==> config.mk <==
export PLATFORM = sky130hd
export DESIGN_NAME = bpsc_top
export DESIGN_NICKNAME = d
export VERILOG_FILES = /design/src/bpsc_pkg.sv /design/src/bpsc_sat_acc.sv /design/src/bpsc_top.sv
export SDC_FILE = /design/constraint.sdc
export NUM_CORES = 2
export LEC_CHECK = 0
export BUFFER_PORTS_ARGS = -buffer_cell sky130_fd_sc_hd__buf_2
export CORE_UTILIZATION = 60
export DETAILED_ROUTE_END_ITERATION = 10
export PLACE_DENSITY_LB_ADDON = 0.1
export SLEW_MARGIN = 20
export SYNTH_ARGS = -nofsm -noshare
export SYNTH_HDL_FRONTEND = slang
export SYNTH_HIERARCHICAL = 1
export SYNTH_SLANG_ARGS = --single-unit
==> constraint.sdc <==
create_clock -name ref_clk -period 52.6 [get_ports ref_clk]
set_input_delay 2.63 -clock ref_clk [delete_from_list [all_inputs] [get_ports ref_clk]]
set_output_delay 2.63 -clock ref_clk [all_outputs]
set_load 0.1 [all_outputs]
==> src/bpsc_pkg.sv <==
package bpsc_pkg;
    // line data interface modes
    localparam logic [1:0] MODE_SERIAL = 2'h0;
    localparam logic [1:0] MODE_NIBBLE = 2'h1;
    localparam logic [1:0] MODE_BYTE   = 2'h2;
    localparam logic [3:0] W_SERIAL    = 4'h1;
    localparam logic [3:0] W_NIBBLE    = 4'h4;
    localparam logic [3:0] W_BYTE      = 4'h8;
    localparam int         LINE_W      = 8;
    // clean receive clocks after loading n bits, per mode
    localparam logic [7:0] ACQ_SERIAL  = 8'h32;
    localparam logic [7:0] ACQ_NIBBLE  = 8'h0E;
    localparam logic [7:0] ACQ_BYTE    = 8'h08;
    // loss of sync: errors within a window of bits
    localparam logic [7:0] LOS_ERRS    = 8'h06;
    localparam logic [7:0] LOS_WINDOW  = 8'h40;
    localparam int         CNT_W       = 48;
    localparam int         LFSR_W      = 32;
    localparam int         INJ_W       = 16;
    localparam int         BUF_DEPTH   = 2;
    // values after reset
    localparam logic [LFSR_W-1:0] LFSR_RST  = 32'h0000_0000;
    localparam logic [CNT_W-1:0]  COUNT_RST = 48'h0000_0000_0000;
    localparam logic [7:0]        LINE_RST  = 8'h00;
    localparam logic [7:0]        CNT8_RST  = 8'h00;
    localparam logic [INJ_W-1:0]  INJ_RST   = 16'h0000;
    typedef enum logic [1:0] {
        BPSC_HUNT = 2'b01,
        BPSC_SYNC = 2'b10
    } bpsc_state_e;
endpackage

==> src/bpsc_sat_acc.sv <==
`timescale 1ns/100ps
module bpsc_sat_acc
    import bpsc_pkg::*;
#(
    parameter int W = CNT_W
) (
    // clock and reset
    input  wire logic         ref_clk,
    input  wire logic         rst,
    // control
    input  wire logic         step,
    input  wire logic         restart,
    input  wire logic [3:0]   add,
    // value
    output logic      [W-1:0] acc
);
    localparam logic [W-1:0] MAXV = '1;
    logic [W:0] sum;
    logic [W-1:0] inc;

    assign inc = step ? {{(W-4){1'b0}}, add} : '0;
    assign sum = {1'b0, acc} + {1'b0, inc};

    always_ff @(posedge ref_clk) begin
        if (rst) begin
            acc <= '0;
        end else if (restart) begin
            acc <= inc;
        end else if (sum[W]) begin
            acc <= MAXV; // stop at full scale
        end else begin
            acc <= sum[W-1:0];
        end
    end
endmodule

==> src/bpsc_top.sv <==
`timescale 1ns/100ps
module bpsc_top
    import bpsc_pkg::*;
#(
    parameter int DATA_W = LINE_W,
    parameter int DEPTH  = BUF_DEPTH
) (
    // clock and reset
    input  wire logic              ref_clk,
    input  wire logic              rst,
    // line side
    input  wire logic              tx_line_clock,
    input  wire logic              tx_clock_gate_in,
    output logic                   gapped_tx_clock_out,
    output logic      [DATA_W-1:0] tx_data_lines,
    input  wire logic              rx_line_clock,
    input  wire logic              rx_clock_gate_in,
    input  wire logic [DATA_W-1:0] rx_data_lines,
    // configuration
    input  wire logic [1:0]        line_mode,
    input  wire logic              repetitive_mode,
    input  wire logic [5:0]        poly_exponent,
    input  wire logic [31:0]       poly_taps,
    input  wire logic [31:0]       rep_pattern,
    input  wire logic [5:0]        rep_length,
    input  wire logic [INJ_W-1:0]  err_interval,
    // control and status
    input  wire logic              latch_counts_bit,
    input  wire logic              sync_lost_clear,
    output logic                   rx_pattern_sync_lost_flag,
    output logic                   rx_in_sync,
    output logic      [CNT_W-1:0]  bit_count,
    output logic      [CNT_W-1:0]  err_count,
    // transmit words
    input  wire logic [DATA_W-1:0] tx_word_data,
    input  wire logic              tx_word_valid,
    output logic                   tx_word_ready
);
    // two-flop synchronizers, third stage for edges
    logic [2:0] tx_line_clock_sq, rclk_sq;
    logic [1:0] ten_sq, ren_sq;
    logic [DATA_W-1:0] rdat_s1_q, rdat_s2_q;
    logic tx_edge_en, rx_edge_en;

    always_ff @(posedge ref_clk) begin
        if (rst) begin
            tx_line_clock_sq   <= 3'h0;
            rclk_sq   <= 3'h0;
            ten_sq    <= 2'h0;
            ren_sq    <= 2'h0;
            rdat_s1_q <= '0;
            rdat_s2_q <= '0;
        end else begin
            tx_line_clock_sq   <= {tx_line_clock_sq[1:0], tx_line_clock};
            rclk_sq   <= {rclk_sq[1:0], rx_line_clock};
            ten_sq    <= {ten_sq[0], tx_clock_gate_in};
            ren_sq    <= {ren_sq[0], rx_clock_gate_in};
            rdat_s1_q <= rx_data_lines;
            rdat_s2_q <= rdat_s1_q;
        end
    end

    // advance only on enabled rising edges
    assign tx_edge_en = tx_line_clock_sq[1] && !tx_line_clock_sq[2] && ten_sq[1];
    assign rx_edge_en = rclk_sq[1] && !rclk_sq[2] && ren_sq[1];

    logic [3:0] width;
    logic [DATA_W-1:0] lane_mask;
    always_comb begin
        unique case (line_mode)
            MODE_NIBBLE: width = W_NIBBLE;
            MODE_BYTE:   width = W_BYTE;
            default:     width = W_SERIAL;
        endcase
        lane_mask = DATA_W'((1 << width) - 1); // line 0 is serial/LSB
    end

    // two-entry transmit word buffer
    logic [DATA_W-1:0] buf_mem [DEPTH];
    logic [$clog2(DEPTH)-1:0] wr_ptr_q, rd_ptr_q;
    logic [$clog2(DEPTH):0] fill_q, fill_d;
    logic push, pop;

    assign push = tx_word_valid && tx_word_ready;
    assign pop  = tx_edge_en && (fill_q != '0);
    assign fill_d = fill_q + {{$clog2(DEPTH){1'b0}}, push} - {{$clog2(DEPTH){1'b0}}, pop};

    always_ff @(posedge ref_clk) begin
        if (rst) begin
            wr_ptr_q      <= '0;
            rd_ptr_q      <= '0;
            fill_q        <= '0;
            tx_word_ready <= 1'b0;
        end else begin
            if (push) begin
                buf_mem[wr_ptr_q] <= tx_word_data;
                wr_ptr_q <= (wr_ptr_q == $clog2(DEPTH)'(DEPTH - 1)) ? '0 : wr_ptr_q + 1'b1;
            end
            if (pop) begin
                rd_ptr_q <= (rd_ptr_q == $clog2(DEPTH)'(DEPTH - 1)) ? '0 : rd_ptr_q + 1'b1;
            end
            fill_q        <= fill_d;
            tx_word_ready <= fill_d < ($clog2(DEPTH) + 1)'(DEPTH);
        end
    end

    // error injection and transmit lines
    logic [INJ_W-1:0] inj_cnt_q;
    logic inject;
    assign inject = (err_interval != INJ_RST) && (inj_cnt_q == err_interval);

    always_ff @(posedge ref_clk) begin
        if (rst) begin
            inj_cnt_q <= INJ_RST;
        end else if (tx_edge_en) begin
            inj_cnt_q <= inject ? INJ_RST : inj_cnt_q + 1'b1;
        end
    end

    always_ff @(posedge ref_clk) begin
        if (rst) begin
            tx_data_lines <= LINE_RST;
        end else if (pop) begin
            // lines always driven; held between enabled edges
            tx_data_lines <= (buf_mem[rd_ptr_q] ^ {{(DATA_W-1){1'b0}}, inject})
                             & lane_mask;
        end
    end

    always_ff @(posedge ref_clk) begin
        if (rst) begin
            gapped_tx_clock_out <= 1'b0;
        end else begin
            gapped_tx_clock_out <= tx_line_clock_sq[1] && ten_sq[1];
        end
    end

    // receive pattern synchronizer
    bpsc_state_e state_q;
    logic [LFSR_W-1:0] lfsr_q, lfsr_d;
    logic [4:0] ptr_q, ptr_d;
    logic [7:0] load_q, clean_q, win_bits_q, win_errs_q;
    logic [3:0] errs;
    logic any_mism, synced, acq_done, lose;
    logic [7:0] acq_thr;

    assign synced = (state_q == BPSC_SYNC);

    always_comb begin
        logic bit_v;
        logic exp_v;
        bit_v    = 1'b0;
        exp_v    = 1'b0;
        lfsr_d   = lfsr_q;
        ptr_d    = ptr_q;
        errs     = 4'h0;
        any_mism = 1'b0;
        for (int i = 0; i < DATA_W; i++) begin
            if (4'(i) < width) begin
                bit_v = rdat_s2_q[i];
                if (repetitive_mode) begin
                    exp_v = rep_pattern[ptr_d];
                    // a hunting mismatch holds the pointer, slipping alignment
                    if (synced || (bit_v == exp_v)) begin
                        ptr_d = ({1'b0, ptr_d} == rep_length - 6'h1) ? 5'h0 : ptr_d + 5'h1;
                    end
                end else begin
                    exp_v  = ^(lfsr_d & poly_taps);
                    // hunting self-loads from line, synced runs free
                    lfsr_d = {lfsr_d[LFSR_W-2:0], synced ? exp_v : bit_v};
                end
                if (bit_v != exp_v) begin
                    errs     = errs + 4'h1;
                    any_mism = 1'b1;
                end
            end
        end
    end

    always_comb begin
        unique case (line_mode)
            MODE_NIBBLE: acq_thr = ACQ_NIBBLE;
            MODE_BYTE:   acq_thr = ACQ_BYTE;
            default:     acq_thr = ACQ_SERIAL;
        endcase
        if (repetitive_mode) begin
            acq_done = !any_mism && ((clean_q + {4'h0, width}) >= {2'h0, rep_length});
        end else begin
            acq_done = !any_mism && (load_q >= {2'h0, poly_exponent})
                       && ((clean_q + 8'h01) >= acq_thr);
        end
        lose = synced && ((win_errs_q + {4'h0, errs}) >= LOS_ERRS);
    end

    always_ff @(posedge ref_clk) begin
        if (rst) begin
            state_q    <= BPSC_HUNT;
            lfsr_q     <= LFSR_RST;
            ptr_q      <= 5'h0;
            load_q     <= CNT8_RST;
            clean_q    <= CNT8_RST;
            win_bits_q <= CNT8_RST;
            win_errs_q <= CNT8_RST;
        end else if (rx_edge_en) begin
            lfsr_q <= lfsr_d;
            ptr_q  <= ptr_d;
            unique case (state_q)
                BPSC_HUNT: begin
                    if (load_q < {2'h0, poly_exponent}) begin
                        load_q <= load_q + {4'h0, width};
                    end
                    if (any_mism) begin
                        clean_q <= CNT8_RST;
                    end else if (load_q >= {2'h0, poly_exponent} || repetitive_mode) begin
                        clean_q <= clean_q + (repetitive_mode ? {4'h0, width} : 8'h01);
                    end
                    if (acq_done) begin
                        state_q    <= BPSC_SYNC;
                        win_bits_q <= CNT8_RST;
                        win_errs_q <= CNT8_RST;
                    end
                end
                BPSC_SYNC: begin
                    if (lose) begin
                        state_q <= BPSC_HUNT;
                        load_q  <= CNT8_RST;
                        clean_q <= CNT8_RST;
                    end else if ((win_bits_q + {4'h0, width}) >= LOS_WINDOW) begin
                        win_bits_q <= CNT8_RST;
                        win_errs_q <= CNT8_RST;
                    end else begin
                        win_bits_q <= win_bits_q + {4'h0, width};
                        win_errs_q <= win_errs_q + {4'h0, errs};
                    end
                end
            endcase
        end
    end

    always_ff @(posedge ref_clk) begin
        if (rst) begin
            rx_pattern_sync_lost_flag <= 1'b0;
            rx_in_sync                <= 1'b0;
        end else begin
            // a new loss wins over a clear in the same cycle
            if (rx_edge_en && lose) begin
                rx_pattern_sync_lost_flag <= 1'b1;
            end else if (sync_lost_clear) begin
                rx_pattern_sync_lost_flag <= 1'b0;
            end
            rx_in_sync <= synced;
        end
    end

    // counters and latch
    logic lc_prev_q, latch_pend_q, latch_do;
    logic [CNT_W-1:0] bit_acc, err_acc;

    assign latch_do = latch_pend_q && rx_edge_en;

    always_ff @(posedge ref_clk) begin
        if (rst) begin
            lc_prev_q    <= 1'b0;
            latch_pend_q <= 1'b0;
        end else begin
            lc_prev_q <= latch_counts_bit;
            if (latch_counts_bit && !lc_prev_q) begin
                latch_pend_q <= 1'b1;
            end else if (latch_do) begin
                latch_pend_q <= 1'b0;
            end
        end
    end

    bpsc_sat_acc #(.W(CNT_W)) u_bit_acc (
        .ref_clk (ref_clk),
        .rst     (rst),
        .step    (rx_edge_en),  // one per enabled clock
        .restart (latch_do),
        .add     (4'h1),
        .acc     (bit_acc)
    );

    bpsc_sat_acc #(.W(CNT_W)) u_err_acc (
        .ref_clk (ref_clk),
        .rst     (rst),
        .step    (rx_edge_en && synced),
        .restart (latch_do),
        .add     (errs),
        .acc     (err_acc)
    );

    always_ff @(posedge ref_clk) begin
        if (rst) begin
            bit_count <= COUNT_RST;
            err_count <= COUNT_RST;
        end else if (latch_do) begin
            bit_count <= bit_acc;
            err_count <= err_acc;
        end
    end
endmodule

Yosys cells after proc, flatten, opt, wreduce, memory -nomap -nowiden
Memories as Yosys holds them, arrays and structs flattened. A register that Yosys moved wholly into a read port is not among the register bits.
Cells that the tools add are included.
Operators by class
  $add $sub $neg: 30
  muxes and demuxes: 158
  bitwise gates (word level): 10
  $lt $le $gt $ge: 23
  shift operators: 1
  eq/ne operators: 34
  reductions and logical operators: 45
Operator list (count)
  two-way mux 32 bit: 16
  AND 32 bit: 8
  parity 32 bit: 8
  two-way mux 48 bit: 4
  two-way mux 5 bit: 32
  adder 48 x 48 -> 49 bit: 2
  two-way mux 8 bit: 9
  two-way mux 4 bit: 16
  case mux 8 bit (2 select lines): 4
  two-way mux 1 bit: 63
  equality test 5 x 6 -> 1 bit: 8
  less-than comparator 5 x 6 -> 1 bit, second input constant: 8
  adder 5 x 1 -> 5 bit, second input constant: 8
  adder 8 x 4 -> 8 bit: 5
  binary-select mux 1 bit (select 5 bit): 8
  adder 4 x 1 -> 4 bit, second input constant: 7
  adder 16 x 1 -> 16 bit, second input constant: 1
  equality test 16 bit: 1
  greater-or-equal comparator 8 x 6 -> 1 bit: 2
  logical AND 1 bit: 16
  less-than comparator 3 x 4 -> 1 bit, first input constant: 4
  two-way mux 16 bit: 1
  nonzero test 16 bit: 1
  case mux 6 bit (2 select lines): 1
  other kinds (30): 68
Storage, ports and cells
  output and inout port bits: 108
  memories: 1
  bits of input ports: 120
  RAM bits: 16
  flip-flop bits (word level): 323
  logic and storage cells: 330
Memories
  buf_mem: words 2, width 8, read ports 1, clocked after memory_dff 1, write ports 1, RTL line bpsc_top.sv:79  | logic [DATA_W-1:0] buf_mem [DEPTH];

Depth between registers and ports, before layout
  word-level depth: 62
  depth in mapped cells: 84
  mapped depth without buffers: 75

Modules after synthesis
Netlist, hierarchy kept.
Modules (own cells, without submodules)
  bpsc_top: times used 1, seq. area each 5044.8 sq um, cells each 3531, area an instance 24833.8 sq um
  bpsc_sat_acc: times used 2, seq. area each 960.9 sq um, cells each 276, area an instance 2402.3 sq um

Worst setup path before layout
Ideal clock, no wire load.
  path kind: in2reg
  start point: input rep_length[0]
  end point: register win_bits_q[6]
  setup time: 0.132 ns
  required time: 52.468 ns
  stages on the path: 74
  arrival time: 18.780 ns
  path slack: 33.688 ns
  cell sequence: inv_2 > ha_1 > xnor2_1 > nor2_1 > a311o_1 > or3_1 > clkbuf_1 > nand4_2 > nand2_2 > mux4_2 > mux2_2 > a21o_1 > nor2_4 > mux4_2 > nand2_1 > o2bb2ai_1 > a22oi_1 > a21oi_1 > (+38 left out) > a2111o_1 > a31oi_1 > xor2_1 > nand2b_1 > mux2_1 > ha_1 > a21oi_1 > nor2b_1 > o21ai_0 > nand2b_1 > a211oi_1 > a41oi_1 > a2111oi_0 > nor2_1 > or3_1 > buf_1 > nor2_1 > nor3b_1
Between the ends
  elaborated cells on any way between the ends: 135
RTL lines
  start, declared: RTL line bpsc_top.sv:25  | input wire logic [5:0] rep_length,
  subtractor 6 x 1 -> 6 bit *: RTL line bpsc_top.sv:165  | ptr_d = ({1'b0, ptr_d} == rep_length - 6'h1) ? 5'h0 : ptr_d + 5'h1;
  equality test 5 x 6 -> 1 bit: RTL line bpsc_top.sv:165
  two-way mux 5 bit: RTL line bpsc_top.sv:165
  two-way mux 5 bit: RTL line bpsc_top.sv:164  | if (synced || (bit_v == exp_v)) begin
  two-way mux 5 bit: RTL line bpsc_top.sv:161  | if (repetitive_mode) begin
  two-way mux 5 bit: RTL line bpsc_top.sv:159  | if (4'(i) < width) begin
  binary-select mux 1 bit (select 5 bit): RTL line bpsc_top.sv:162  | exp_v = rep_pattern[ptr_d];
  two-way mux 1 bit (implied by the code): RTL line bpsc_top.sv:162
  (+45 left out)
  two-way mux 4 bit: RTL line bpsc_top.sv:172  | if (bit_v != exp_v) begin
  two-way mux 4 bit *: RTL line bpsc_top.sv:159
  via errs[1]: RTL line bpsc_top.sv:143  | logic [3:0] errs;
  adder 8 x 4 -> 8 bit *: RTL line bpsc_top.sv:192  | lose = synced && ((win_errs_q + {4'h0, errs}) >= LOS_ERRS);
  greater-or-equal comparator 8 x 3 -> 1 bit *: RTL line bpsc_top.sv:192
  logical AND 1 bit *: RTL line bpsc_top.sv:192
  != test 2 bit (no line) *
  AND reduction 3 bit (no line) *
  end signal, assigned: RTL line bpsc_top.sv:232  | win_bits_q <= win_bits_q + {4'h0, width};
  end, declared: RTL line bpsc_top.sv:142  | logic [7:0] load_q, clean_q, win_bits_q, win_errs_q;
Mark *: on every way through the listed nets, which the timed path passes. The rest lies on a longest branch. The select of a mux whose other input is x is not followed.
A chain may end at the register's enable or synchronous reset.

Final worst setup path
  start point: input rep_length[0]
  end point: register load_q[7]
Between the ends
  word-level cells in the longest chain between the ends: 60
  elaborated cells on any way between the ends: 114
Ends and longest elaborated chain
  subtractor 6 x 1 -> 6 bit *: RTL line bpsc_top.sv:165
  equality test 5 x 6 -> 1 bit: RTL line bpsc_top.sv:165
  two-way mux 5 bit: RTL line bpsc_top.sv:165
  two-way mux 5 bit: RTL line bpsc_top.sv:164
  two-way mux 5 bit: RTL line bpsc_top.sv:161
  two-way mux 5 bit: RTL line bpsc_top.sv:159
  binary-select mux 1 bit (select 5 bit): RTL line bpsc_top.sv:162
  two-way mux 1 bit (implied by the code): RTL line bpsc_top.sv:162
  (+45 left out)
  two-way mux 4 bit: RTL line bpsc_top.sv:172
  two-way mux 4 bit *: RTL line bpsc_top.sv:159
  via errs[1]: RTL line bpsc_top.sv:143
  adder 8 x 4 -> 8 bit *: RTL line bpsc_top.sv:192
  greater-or-equal comparator 8 x 3 -> 1 bit *: RTL line bpsc_top.sv:192
  logical AND 1 bit *: RTL line bpsc_top.sv:192
  != test 2 x 1 -> 1 bit (no line) *
  AND reduction 3 bit (no line) *
  end signal, assigned: RTL line bpsc_top.sv:210  | load_q <= load_q + {4'h0, width};
  end, declared: RTL line bpsc_top.sv:142
Marked as above.

==> run metrics <==
initial DRC count 4147; Die Wd about 220 µm; cell type with the highest aggregate area in the netlist dfxtp_1; Starting Density between 60% and 70%; simple-gate share of the synthesized area 25.6%; Setup WS pre-CTS just under 30 ns; fmax 42.8 MHz; Placer Congestion 1.08; H-tree levels 2; Setup-failing EPs final 0; total gr overflow 0; share of cells above drive strength 1 12.0%; max-cap violation count 0; unrepaired setup endpoints after global routing no; port buffer count 227; PostCTS Resize Cnt 0; worst min-delay path category register to register; routed vias/inst approximately 6.5; fin. max-slew vios 0; vias in the first global route around 28000; Post-Synth Adder-Cell Area 3.12%; Num CTS Buffers 39; CP required ~53 ns; worst skew pair latency slightly below 0.6 ns; crit path capture type register; LEAKAGE about 0.012 µW; post-route insts no fill a little under 5000; setup bufs post-CTS 0; Syn Area/Cell approximately 7.3 µm²; CTS Hold Bufs 0; Hold Crit Depth 1; clock sinks 340; synth unique cells 123; Clock transition at path regs around 0.060 ns; Worst Path Max Fanout 21; pin count of the biggest net entering global routing 83; Worst Reg-to-Reg Cells 67; Core Area between 0.04 and 0.05 mm²; setup ws final a little under 30 ns; Post-Syn Area slightly below 0.03 mm²; Worst-Margin Slew 1.15 ns; XOR/XNOR Fraction of Synth Area between 10% and 20%; Core Rows just over 80; Tcrit/Tclk final 44.5%; EDFF count, synth 16; Syn-to-layout area delta 7.99%; CP Launch Type input pin; post-route ant nets 0; die area around 0.05 mm²; final net count ~4300; multiplexer area fraction after synthesis 5.77%; worst hold slack roughly 0.43 ns; initial antenna violation count 7; Area contributors post-synth dfxtp_1 22%, xnor2_1 9.3%, nand2_1 8.5%; post-synthesis compound-gate area fraction between 20% and 30%; Clock Skews 0.0435 ns; Worst EP arrival between 20 and 25 ns; min Tclk post-route 23.39 ns; sequential area share after synthesis about a quarter; # fillers around 4500; placed cell count between 4000 and 5000; Ports approximately 230; Worst slew margin approximately 23%; overall routing resource usage 40.9%; Pwr Density around 30 mW/mm²; Routed wire per std cell 22.1 µm; Slowest cell on crit path xnor2_1; final hold vios 0; setup TNS 0 ns; Ys Warns 6; flop-to-flop setup slack ~31 ns; asr flop ratio synth 0%; first-pass GRT wire length roughly 160 mm; Synth top area share 21.9%; Clock Tree Buf Depth 3; cell with the most instances after synthesis nand2_1; CTS Root Cell clkbuf_16; Die Span Y around 220 µm; most used cell along the critical path a21oi_1; detailed-route DRC error count 0; Routed Wire Length 106 mm; FF+latch count, synth 340; status finished clean; Synth top cells by count 675 x nand2_1, 422 x a21oi_1, 324 x dfxtp_1; crit path kind input pin to register; Mapped Cells 4083; Vias roughly 31000; CTS tree built; Most used DFF post-synth dfxtp_1; dpl hpwl 75.1 mm; largest family of logic cells by synthesized area simple AND/OR/NAND/NOR gates; Pre-Repair DR Iteration Count 8; critical path's largest stage delay slightly above 0.8 ns; IR drop worst, VDD ~34 µV
power by group:
part           internal [µW]  switching, µW  leakage, µW
sequential               261           1.90      0.00276
combinational            158            274      0.00859
clock                    151            116     0.000599
total                    571            392       0.0120
worst paths after layout:
| kind | startpoint | endpoint |
|---|---|---|
| worst max-delay path | rep_length[0] | load_q[7] |
| worst min register to register | rdat_s1_q[3] | rdat_s2_q[3] |
| worst min-delay path | rdat_s1_q[3] | rdat_s2_q[3] |
| worst max register to register | ptr_q[1] | load_q[7] |
sequential cells by signal, summed over array words and instances (netlist names), 8 cells and up, named ones only:
| name | count |
|---|---|
| bit_count | 48 |
| rdat_s2_q | 8 |
| load_q | 8 |
| u_err_acc/acc | 48 |
| tx_data_lines | 8 |
| clean_q | 8 |
| rdat_s1_q | 8 |
| err_count | 48 |
| u_bit_acc/acc | 48 |
| lfsr_q | 32 |
| win_bits_q | 8 |
| inj_cnt_q | 16 |
| win_errs_q | 8 |
| buf_mem | 16 |
stage by stage:
step	power (µW)	utilization, %	area (µm²)
global placement	683	62.9	30700
global route	1010	65.5	32000
floorplan	593	-	29600
CTS	952	65.5	32000
detailed placement	684	62.9	30700
finish	963	65.5	32000
cells in the final DEF (no fill, tap or decap), drive strengths merged, types with 54 or more instances in the layout:
cell type	synthesis	layout
buf	85	263
a31oi	62	62
mux2i	84	84
dfxtp	324	324
ha	69	69
o21ai	195	195
inv	123	127
nor2b	62	62
nand2	678	678
nor3	82	82
nor2	309	309
xnor2	316	316
a21oi	426	426
xor2	108	108
nand4	61	61
clkbuf	201	54
nand3	145	145
final cells by class:
class	count	area [µm²]	area share, %
clock inverter	17	131	0.410
antenna	6	15.0	0.0469
multi-input combinational	3331	21000	65.7
clock buffer	54	1120	3.51
timing repair buffer	263	1420	4.42
inverter	128	492	1.54
sequential	340	6970	21.8
tap	664	831	2.60
routing by layer:
layer / vias up / share of wire [%] / global-route usage [%]
met4: 8 / 5.4 / 19.8
li1: 14600 / - / -
met3: 430 / 12 / 11.0
met2: 1814 / 42 / 60.7
met1: 14600 / 41 / 54.8
met5: - / 0.046 / 0
critical path: cells and delay by family:
family                     cells  cell delay, ns
AOI/OAI and AO/OA             33            9.40
and+or+nand+nor               18            5.89
muxes                          8            2.50
buffers and inverters          8            1.79
xor gates and xnor gates       2            1.07
adders and majority gates      2            0.57
kinds of logic (layout without fill, tap and decap cells):
kind of cell | count (synthesis) | count (layout)
compound gates | 1082 | 1082
xor+xnor | 424 | 424
fa+ha+maj | 72 | 72
buf+inv | 414 | 462
flops | 340 | 340
mux | 144 | 144
other cells | 2 | 10
simple gates | 1605 | 1605
Power figures use the tool's default switching activity.
